## src/common/eit_pkg.sv

```systemverilog
// Purpose: shared constants and types for the external interrupt flag block
// Assumes: apb register map of one aligned 32-bit word per register
// Notes:   offsets below are byte addresses
package eit_pkg;

    // =========================================================
    // sizes
    localparam int NUM_EXT_IRQ = 2;
    localparam int APB_AW      = 8;
    localparam int APB_DW      = 32;

    // =========================================================
    // register byte offsets
    localparam logic [APB_AW-1:0] CTRL_OFF  = 8'h00;
    localparam logic [APB_AW-1:0] CFG_OFF   = 8'h04;
    localparam logic [APB_AW-1:0] GATE_OFF  = 8'h08;
    localparam logic [APB_AW-1:0] STAT_OFF  = 8'h0c;
    localparam logic [APB_AW-1:0] MASK_OFF  = 8'h10;
    localparam logic [APB_AW-1:0] STATE_OFF = 8'h14;

    // =========================================================
    // control register field positions (8-bit register)
    localparam int CTRL_IT0 = 0;
    localparam int CTRL_IE0 = 1;
    localparam int CTRL_IT1 = 2;
    localparam int CTRL_IE1 = 3;
    localparam int CTRL_TR0 = 4;

    // config, gate and state register field positions
    localparam int CFG_POL0     = 0;
    localparam int CFG_POL1     = 1;
    localparam int GATE_SEL0    = 0;
    localparam int STATE_ACT0   = 0;
    localparam int STATE_ACT1   = 1;
    localparam int STATE_CNT_EN = 2;

    // =========================================================
    // reset values
    localparam logic             RUN_RST   = 1'b0;
    localparam logic [1:0]       TRIG_RST  = 2'h0;
    localparam logic [1:0]       POL_RST   = 2'h0;
    localparam logic             GATE_RST  = 1'b0;
    localparam logic [1:0]       STAT_RST  = 2'h0;
    localparam logic [1:0]       MASK_RST  = 2'h0;
    localparam logic [APB_DW-1:0] ZERO_WORD = 32'h0000_0000;

    // =========================================================
    // carriers
    typedef struct packed {
        logic edge_mode;
        logic active_high;
    } eit_chan_cfg_t;

    typedef struct packed {
        logic [APB_AW-1:0] addr;
        logic              write;
        logic [APB_DW-1:0] wdata;
    } eit_apb_req_t;

endpackage : eit_pkg

```

## src/design/eit_rst_sync.sv

```systemverilog
// Purpose: releases an async active-low reset through two flip-flops
// Assumes: one clock domain
// Notes:   assertion is immediate, release is synchronous
`timescale 1ns/10ps
module eit_rst_sync (
    // clock and raw reset
    input  wire logic clk_in,
    input  wire logic reset_n_in,
    // synchronised reset
    output logic      rst_n_out
);
    logic stage_reg;
    logic stage_next;

    // =========================================================
    // chain
    always_comb begin
        stage_next = 1'b1;
    end

    always_ff @(posedge clk_in or negedge reset_n_in) begin
        if (!reset_n_in) begin
            stage_reg <= 1'b0;
            rst_n_out <= 1'b0;
        end else begin
            stage_reg <= stage_next;
            rst_n_out <= stage_reg;
        end
    end
endmodule : eit_rst_sync

```

## src/design/eit_irq_channel.sv

```systemverilog
// Purpose: one external interrupt input with pending flag and trigger select
// Assumes: input synchronous to clk_in
// Notes:   hardware set wins over software clear and vector clear
`timescale 1ns/10ps
module eit_irq_channel
    import eit_pkg::*;
(
    // clock and reset
    input  wire logic          clk_in,
    input  wire logic          rst_n_in,
    // pin and configuration
    input  wire logic          irq_pin_in,
    input  wire eit_chan_cfg_t cfg_in,
    // software and core
    input  wire logic          sw_write_in,
    input  wire logic          sw_value_in,
    input  wire logic          vector_ack_in,
    // state
    output logic               pending_out,
    output logic               active_out,
    output logic               event_out
);
    logic prev_reg;
    logic prev_next;
    logic pending_reg;
    logic pending_next;
    logic onset;
    logic detect;

    // =========================================================
    // detection
    always_comb begin
        active_out   = cfg_in.active_high ? irq_pin_in : ~irq_pin_in;
        onset        = active_out & ~prev_reg;
        detect       = cfg_in.edge_mode ? onset : active_out;
        event_out    = onset;
        prev_next    = active_out;
        pending_next = pending_reg;
        if (sw_write_in) begin
            pending_next = sw_value_in;
        end
        if (vector_ack_in && cfg_in.edge_mode) begin
            pending_next = 1'b0;
        end
        if (detect) begin
            pending_next = 1'b1;
        end
    end

    always_ff @(posedge clk_in or negedge rst_n_in) begin
        if (!rst_n_in) begin
            prev_reg    <= 1'b0;
            pending_reg <= 1'b0;
        end else begin
            prev_reg    <= prev_next;
            pending_reg <= pending_next;
        end
    end

    assign pending_out = pending_reg;
endmodule : eit_irq_channel

```

## src/design/eit_top.sv

```systemverilog
// Purpose: external interrupt pending flags, trigger select and timer 0 run gate
// Assumes: apb slave, pins synchronous to clk_in (25 MHz)
// Notes:   control register keeps the classic bit positions of its 8-bit layout
//
// How it works
// - run bit one lets timer 0 count
// - trigger bit zero level, one edge
// - input polarity comes from config register
// - hardware sets pending flag on detection
// - software write loads pending flag from the written bit
// - edge mode: vectoring clears pending flag
// - gate selected: count needs active interrupt 0
//
// Decided for this implementation: the APB register port and the placing of the registers.
`timescale 1ns/10ps
module eit_top
    import eit_pkg::*;
#(
    parameter int NUM_CH = NUM_EXT_IRQ
) (
    // clock and reset
    input  wire logic              clk_in,
    input  wire logic              reset_n_in,
    // apb slave
    input  wire logic              psel_in,
    input  wire logic              penable_in,
    input  wire logic              pwrite_in,
    input  wire logic [APB_AW-1:0] paddr_in,
    input  wire logic [APB_DW-1:0] pwdata_in,
    output logic      [APB_DW-1:0] prdata_out,
    output logic                   pready_out,
    output logic                   pslverr_out,
    // external interrupt pins
    input  wire logic              ext_irq0_input_in,
    input  wire logic              ext_irq1_input_in,
    // processor core vectoring
    input  wire logic [NUM_CH-1:0] vector_ack_in,
    output logic      [NUM_CH-1:0] ext_irq_pending_out,
    // timer 0 control
    output logic                   timer0_count_enable_out,
    // summary interrupt
    output logic                   irq_out
);

    // =========================================================
    // elaboration check
    // register layout has room for exactly two channels
    if (NUM_CH != NUM_EXT_IRQ) begin : g_bad_num_ch
        $error("eit_top: NUM_CH must equal NUM_EXT_IRQ");
    end

    // =========================================================
    // reset release
    logic rst_n;

    eit_rst_sync u_rst_sync (
        .clk_in     (clk_in),
        .reset_n_in (reset_n_in),
        .rst_n_out  (rst_n)
    );

    // =========================================================
    // declarations
    eit_apb_req_t      req;
    logic              setup_phase;
    logic              apb_done;
    logic              addr_mapped;
    logic              wr_ctrl;
    logic              wr_cfg;
    logic              wr_gate;
    logic              wr_stat;
    logic              wr_mask;
    logic [APB_DW-1:0] rd_mux;

    logic              run_reg;
    logic              run_next;
    logic [1:0]        trig_reg;
    logic [1:0]        trig_next;
    logic [1:0]        pol_reg;
    logic [1:0]        pol_next;
    logic              gate_reg;
    logic              gate_next;
    logic [1:0]        stat_reg;
    logic [1:0]        stat_next;
    logic [1:0]        mask_reg;
    logic [1:0]        mask_next;
    logic              cnt_en_reg;
    logic              cnt_en_next;
    logic              irq_reg;
    logic              irq_next;

    logic [APB_DW-1:0] prdata_reg;
    logic [APB_DW-1:0] prdata_next;
    logic              pready_reg;
    logic              pready_next;
    logic              pslverr_reg;
    logic              pslverr_next;

    logic [NUM_CH-1:0] pin_vec;
    logic [NUM_CH-1:0] pend_vec;
    logic [NUM_CH-1:0] act_vec;
    logic [NUM_CH-1:0] evt_vec;
    logic [NUM_CH-1:0] sw_val_vec;

    // =========================================================
    // apb decode
    always_comb begin
        req.addr    = paddr_in;
        req.write   = pwrite_in;
        req.wdata   = pwdata_in;
        setup_phase = psel_in & ~penable_in;
        apb_done    = psel_in & penable_in & pready_reg;
        addr_mapped = (req.addr == CTRL_OFF) || (req.addr == CFG_OFF)
                   || (req.addr == GATE_OFF) || (req.addr == STAT_OFF)
                   || (req.addr == MASK_OFF) || (req.addr == STATE_OFF);
        wr_ctrl     = apb_done & req.write & (req.addr == CTRL_OFF);
        wr_cfg      = apb_done & req.write & (req.addr == CFG_OFF);
        wr_gate     = apb_done & req.write & (req.addr == GATE_OFF);
        wr_stat     = apb_done & req.write & (req.addr == STAT_OFF);
        wr_mask     = apb_done & req.write & (req.addr == MASK_OFF);
    end

    // =========================================================
    // read mux
    // unused upper bits of every register read as zero
    always_comb begin
        rd_mux = ZERO_WORD;
        unique case (req.addr)
            CTRL_OFF: begin
                rd_mux[CTRL_IT0] = trig_reg[0];
                rd_mux[CTRL_IE0] = pend_vec[0];
                rd_mux[CTRL_IT1] = trig_reg[1];
                rd_mux[CTRL_IE1] = pend_vec[1];
                rd_mux[CTRL_TR0] = run_reg;
            end
            CFG_OFF: begin
                rd_mux[CFG_POL0] = pol_reg[0];
                rd_mux[CFG_POL1] = pol_reg[1];
            end
            GATE_OFF: begin
                rd_mux[GATE_SEL0] = gate_reg;
            end
            STAT_OFF: begin
                rd_mux[NUM_CH-1:0] = stat_reg;
            end
            MASK_OFF: begin
                rd_mux[NUM_CH-1:0] = mask_reg;
            end
            STATE_OFF: begin
                rd_mux[STATE_ACT0]   = act_vec[0];
                rd_mux[STATE_ACT1]   = act_vec[1];
                rd_mux[STATE_CNT_EN] = cnt_en_reg;
            end
            default: begin
                rd_mux = ZERO_WORD;
            end
        endcase
    end

    // =========================================================
    // apb answer
    // one access cycle: ready is raised straight after setup
    always_comb begin
        pready_next  = setup_phase;
        pslverr_next = setup_phase & ~addr_mapped;
        prdata_next  = (setup_phase & ~req.write) ? rd_mux : ZERO_WORD;
        if (apb_done) begin
            pready_next  = 1'b0;
            pslverr_next = 1'b0;
            prdata_next  = ZERO_WORD;
        end
    end

    always_ff @(posedge clk_in or negedge rst_n) begin
        if (!rst_n) begin
            prdata_reg  <= ZERO_WORD;
            pready_reg  <= 1'b0;
            pslverr_reg <= 1'b0;
        end else begin
            prdata_reg  <= prdata_next;
            pready_reg  <= pready_next;
            pslverr_reg <= pslverr_next;
        end
    end

    // =========================================================
    // external interrupt channels
    always_comb begin
        pin_vec[0]    = ext_irq0_input_in;
        pin_vec[1]    = ext_irq1_input_in;
        sw_val_vec[0] = req.wdata[CTRL_IE0];
        sw_val_vec[1] = req.wdata[CTRL_IE1];
    end

    for (genvar ch = 0; ch < NUM_CH; ch++) begin : g_chan
        eit_chan_cfg_t chan_cfg;

        always_comb begin
            chan_cfg.edge_mode   = trig_reg[ch];
            chan_cfg.active_high = pol_reg[ch];
        end

        eit_irq_channel u_chan (
            .clk_in        (clk_in),
            .rst_n_in      (rst_n),
            .irq_pin_in    (pin_vec[ch]),
            .cfg_in        (chan_cfg),
            .sw_write_in   (wr_ctrl),
            .sw_value_in   (sw_val_vec[ch]),
            .vector_ack_in (vector_ack_in[ch]),
            .pending_out   (pend_vec[ch]),
            .active_out    (act_vec[ch]),
            .event_out     (evt_vec[ch])
        );
    end

    // =========================================================
    // control and config registers
    always_comb begin
        run_next  = run_reg;
        trig_next = trig_reg;
        pol_next  = pol_reg;
        gate_next = gate_reg;
        mask_next = mask_reg;
        if (wr_ctrl) begin
            run_next     = req.wdata[CTRL_TR0];
            trig_next[0] = req.wdata[CTRL_IT0];
            trig_next[1] = req.wdata[CTRL_IT1];
        end
        if (wr_cfg) begin
            pol_next[0] = req.wdata[CFG_POL0];
            pol_next[1] = req.wdata[CFG_POL1];
        end
        if (wr_gate) begin
            gate_next = req.wdata[GATE_SEL0];
        end
        if (wr_mask) begin
            mask_next = req.wdata[NUM_CH-1:0];
        end
    end

    always_ff @(posedge clk_in or negedge rst_n) begin
        if (!rst_n) begin
            run_reg  <= RUN_RST;
            trig_reg <= TRIG_RST;
            pol_reg  <= POL_RST;
            gate_reg <= GATE_RST;
            mask_reg <= MASK_RST;
        end else begin
            run_reg  <= run_next;
            trig_reg <= trig_next;
            pol_reg  <= pol_next;
            gate_reg <= gate_next;
            mask_reg <= mask_next;
        end
    end

    // =========================================================
    // sticky status and summary interrupt
    always_comb begin
        // write one clears; a new event in the same cycle wins
        stat_next = stat_reg;
        if (wr_stat) begin
            stat_next = stat_reg & ~req.wdata[NUM_CH-1:0];
        end
        stat_next = stat_next | evt_vec;
        irq_next  = |(stat_reg & mask_reg);
    end

    always_ff @(posedge clk_in or negedge rst_n) begin
        if (!rst_n) begin
            stat_reg <= STAT_RST;
            irq_reg  <= 1'b0;
        end else begin
            stat_reg <= stat_next;
            irq_reg  <= irq_next;
        end
    end

    // =========================================================
    // timer 0 count enable
    always_comb begin
        // gate uses the active level of interrupt 0 after polarity
        cnt_en_next = run_reg & (~gate_reg | act_vec[0]);
    end

    always_ff @(posedge clk_in or negedge rst_n) begin
        if (!rst_n) begin
            cnt_en_reg <= 1'b0;
        end else begin
            cnt_en_reg <= cnt_en_next;
        end
    end

    // =========================================================
    // outputs
    always_comb begin
        prdata_out              = prdata_reg;
        pready_out              = pready_reg;
        pslverr_out             = pslverr_reg;
        ext_irq_pending_out     = pend_vec;
        timer0_count_enable_out = cnt_en_reg;
        irq_out                 = irq_reg;
    end

endmodule : eit_top

```

## config.mk

```make
export PLATFORM = sky130hd
export DESIGN_NAME = eit_top
export DESIGN_NICKNAME = d
export VERILOG_FILES = /design/src/common/eit_pkg.sv /design/src/design/eit_rst_sync.sv /design/src/design/eit_irq_channel.sv /design/src/design/eit_top.sv
export SDC_FILE = /design/constraint.sdc
export NUM_CORES = 1
export LEC_CHECK = 0
export BUFFER_PORTS_ARGS = -buffer_cell sky130_fd_sc_hd__buf_4
export CORE_ASPECT_RATIO = 0.5
export CORE_MARGIN = 5
export CORE_UTILIZATION = 42
export DETAILED_ROUTE_END_ITERATION = 7
export PLACE_DENSITY = 0.91
export SKIP_CTS_REPAIR_TIMING = 1
export SYNTH_ARGS = -nofsm -noshare
export SYNTH_HDL_FRONTEND = slang
export SYNTH_SLANG_ARGS = --single-unit
```

## constraint.sdc

```tcl
create_clock -name clk_in -period 1 [get_ports clk_in]
set_clock_uncertainty 0.15 [all_clocks]
set_input_delay 0.2 -clock clk_in [delete_from_list [all_inputs] [get_ports clk_in]]
set_output_delay 0.2 -clock clk_in [all_outputs]
set_load 0.1 [all_outputs]
```

Word-level counts from Yosys, hierarchy flattened --
Cells that the tools add are included.
Word-level totals: flip-flop bits (word level) 52, bits of input ports 49, output and inout bits 38, logic and storage cells 79
Cells by class: equal/unequal tests 5, multiplexer cells 19, bitwise logic cells 27, reductions and logical operators 11
Operators by type and width (number):
- $eq A8 B4 Y1 const B | 2
- $eq A8 B5 Y1 const B | 2
- $and A1 B1 Y1 | 14
- $mux W1 | 12
- $mux W5 | 2
- $eq A8 B3 Y1 const B | 1
- $logic_not A8 Y1 | 1
- $not A1 Y1 | 8
- $pmux W1 S6 | 1
- $reduce_bool A3 Y1 | 2
- $logic_or A1 B1 Y1 | 5
- $pmux W1 S5 | 1
- $and A2 B2 Y2 | 2
- $mux W2 | 2
- $logic_and A1 B1 Y1 | 2
- $not A2 Y2 | 1
- $or A2 B2 Y2 | 1
- $pmux W1 S2 | 1
- $reduce_or A2 Y1 | 1
- $or A1 B1 Y1 | 1

Longest topological paths before layout --
word-level depth 9, depth in mapped cells 5, mapped depth without buffers 4

Modules after synthesis --
Synthesis repeated with hierarchy kept, for this count alone.
Unflattened totals: cells, all modules 129, area, all modules 1428.9 um^2
Modules (own cells, without submodules):
- eit_top | times used 1, cells each 108, area each 1192.4 um^2
- eit_irq_channel | times used 2, cells each 9, area each 91.3 um^2
- eit_rst_sync | times used 1, cells each 3, area each 53.8 um^2

Least setup slack after synthesis --
OpenSTA, ideal clock, no wires.
path kind reg2reg, start point register pready_reg (netlist: pready_out), end point register mask_reg[0], data arrival time 2049 ps, data required time 725 ps, path slack -1324 ps, cell stages (with the launch flop) 4, buffers on the path 0, clock period less this slack 2324 ps, cell sequence dfrtp_1 -> nand4_1 -> or4_4 -> mux2_4
On the way: word-level cells in the longest chain between the ends 3
RTL lines:
- start: declaration | line eit_top.sv:94 | logic pready_reg;
- start signal: assignment | line eit_top.sv:181 | pready_reg <= pready_next;
- $and A1 B1 Y1 | line eit_top.sv:112 | apb_done = psel_in & penable_in & pready_reg;
- $and A1 B1 Y1 (2 in series) | line eit_top.sv:120 | wr_mask = apb_done & req.write & (req.addr == MASK_OFF);
- end signal: assignment | line eit_top.sv:254 | mask_reg <= mask_next;
- end: declaration | line eit_top.sv:85 | logic [1:0] mask_reg;
Every way passes these cells. A chain may end at the register's enable or synchronous reset.

Final worst setup path --
start point input paddr_in[2], end point register trig_reg[0]
On the way: word-level cells in the longest chain between the ends 2
RTL lines:
- start: declaration | line eit_top.sv:28 | input wire logic [APB_AW-1:0] paddr_in,
- $logic_not A8 Y1 | line eit_top.sv:116 | wr_ctrl = apb_done & req.write & (req.addr == CTRL_OFF);
- $and A1 B1 Y1 | line eit_top.sv:116
- end signal: assignment | line eit_top.sv:251 | trig_reg <= trig_next;
- end: declaration | line eit_top.sv:77 | logic [1:0] trig_reg;
Every way passes these cells.

==> results.md <==
* Max Clk Rate at 0.5915 GHz
* Pre-antenna DRT Iters at 4
* Largest net degree at the start of global routing at 24
* EDFF count, synth at 0
* MaxCap Viol Count at 0
* First-pass GRT wire length at 5395 um
* Internal reg-to-reg setup slack at -0.66 ns
* Clk buf depth at 2
* Register bit total from synthesis at 25
* Hold Slack at 0.01305 ns
* Share of layout cells above drive strength 1 at 55.32%
* Hold Path Cell Cnt at 2
* Failing checks: negative setup slack
* RSZ-0062 raised after global routing: true
* Synthesis-to-layout area growth at 51.19%
* Synth top area share at 45.96%
* GRT Overall Usage at 14.81%
* Number of diodes at 0
* Distinct cells, synth at 38
* Core area at 3048 um^2
* Final Power at 2.402 mW
* Kind of path behind the tightest hold check: in -> reg
* Yosys Warn Count at 0
* Hpwl dp at 2569 um
* Asr flop ratio synth at 100.0%
* Vias per cell at 5.281
* Largest register FFs at 5
* RR Startpoint: pready_out
* DRC at 0
* Die area at 4549 um^2
* Worst Setup Start Kind: input pin
* Vias in the first global route at 1134
* Largest cells by area after synthesis: dfrtp_1 46%, buf_4 16%, mux2_2 5.8%
* Critical Path AT at 1.70 ns
* Worst Setup Slack post-DPL at -1.001 ns
* Highest-count cells in the layout ignoring fill and taps: 40 x buf_4, 28 x conb_1, 17 x buf_6
* Crit Path Max Fanout at 6
* Fin. max-slew vios at 0
* Mean Syn Cell Area at 10.72 um^2
* Worst Hold End: trig_reg[1]
* Leakage at 0.9969 nW
* Status: finished with violations
* Leading cell type in the layout, fill and taps excluded: buf_4
* Final wirelength at 4462 um
* Post-synthesis sequential area ratio at 45.96%
* Cell Count, Final, Fillers Out at 228
* Starting Density at 44.66%
* Worst r2r dst: mask_reg[0]
* Placed insts at 219
* CTS clock-pin slew for the worst setup and hold paths at 0.08 ns
* CTS H-tree depth at 1
* CTS Root Buffer Type: clkbuf_8
* Util after Layout at 67.53%
* Initial antenna violation count at 0
* Mapped Cells at 127
* Gpl congestion at 0.8555
* Top Ports at 87
* Number of cells on the worst reg-to-reg path at 4
* Post-synthesis cell area at 1361 um^2
* Die height at 50.26 um
* PortBufs at 32
* Drt initial violations at 127
* Worst setup margin at -0.6905 ns
* Final Setup Violations at 32
* Global route overflow at 0
* Worst Hold Launch: pwdata_in[2]
* Clock sink count at 25
* VDD IR max at 0.5835 mV
* Main synth FF type: dfrtp_1
* Crit path time final at 1.691 ns
* Routed wire per std cell at 19.57 um
* Area leader, netlist: dfrtp_1
* Pwr per Cell Area at 1167 nW/um^2
* TritonCTS clock tree: yes
* Worst-skew pair later-pin latency at 0.27 ns
* Num CTS Buffers at 3
* Crit. End Element: flip-flop
* Row cnt at 14
* Crit Path Class: in -> reg
* Worst Path Required at 1.01 ns
* Nets at 238
* Die width at 90.52 um
* DRT antenna net count at 0
* Final hold viol count at 0
* Via count at 1204
* Tcrit/Tclk final at 169.1%
## synth_stat cells (all sizes together) (2+ instances only)
cell	number
a22o	2
xnor2	2
mux2	9
conb	2
clkbuf	2
nand3	2
buf	30
or3	2
inv	5
nor3	3
nor2	5
nor4	4
mux2i	3
and3	3
or4	2
nand2	9
dfrtp	25
## metal layers
layer | part of all wire (%) | up-vias | wire length (um) | track usage [%]
met1 | 39 | 596 | 1724 | 17.16
li1 | - | 507 | - | -
met5 | 0 | - | 0 | 0
met2 | 50 | 89 | 2214 | 27.11
met3 | 9.8 | 12 | 437 | 3.881
met4 | 1.9 | 0 | 85 | 4.950
## cell families after synthesis
| family | after synthesis | synth area share [%] |
|---|---|---|
| AOI/OAI and AO/OA | 13 | 7.262 |
| xor gates and xnor gates | 3 | 1.930 |
| buffers and inverters | 37 | 18.75 |
| DFF | 25 | 45.96 |
| muxes | 12 | 10.20 |
| other | 2 | 0.5517 |
| and+or+nand+nor | 35 | 15.35 |
## per-stage QoR
stage          area, um^2  TNS (ns)
2_1_floorplan        1520    -11.59
3_3_place_gp         1770    -14.42
3_5_place_dp         1770    -15.15
4_1_cts              1815    -13.79
5_1_grt              2058    -13.31
6_report             2058    -12.53
## cell type report
cell class | count | area (um^2)
multi-input combinational | 91 | 705.7
timing repair buffer | 63 | 596.8
sequential | 25 | 641.9
fill | 201 | 989.7
tap | 40 | 50.05
inverter | 5 | 18.77
clock buffer | 4 | 45.04
## critical path, stage by stage
cell	delay (ns)
buf_6	0.10
or4_4	0.53
buf_6	0.14
nor4_4	0.22
buf_6	0.17
mux2_2	0.34
## how the worst max path moves through the flow
stage	start	end
final	paddr_in[2]	trig_reg[0]
after CTS	pready_out	stat_reg[1]
after global placement	paddr_in[3]	mask_reg[0]
after detailed placement	paddr_in[3]	mask_reg[1]
after global routing	pready_out	pol_reg[1]
after floorplan	pready_out	mask_reg[0]
## power breakdown
group	switching (mW)	total, mW	internal [mW]
sequential	0.0104	1.04	1.03
combinational	0.624	0.779	0.155
clock	0.301	0.587	0.285
total	0.935	2.40	1.47
No activity file was read; power rests on OpenSTA's default activity.
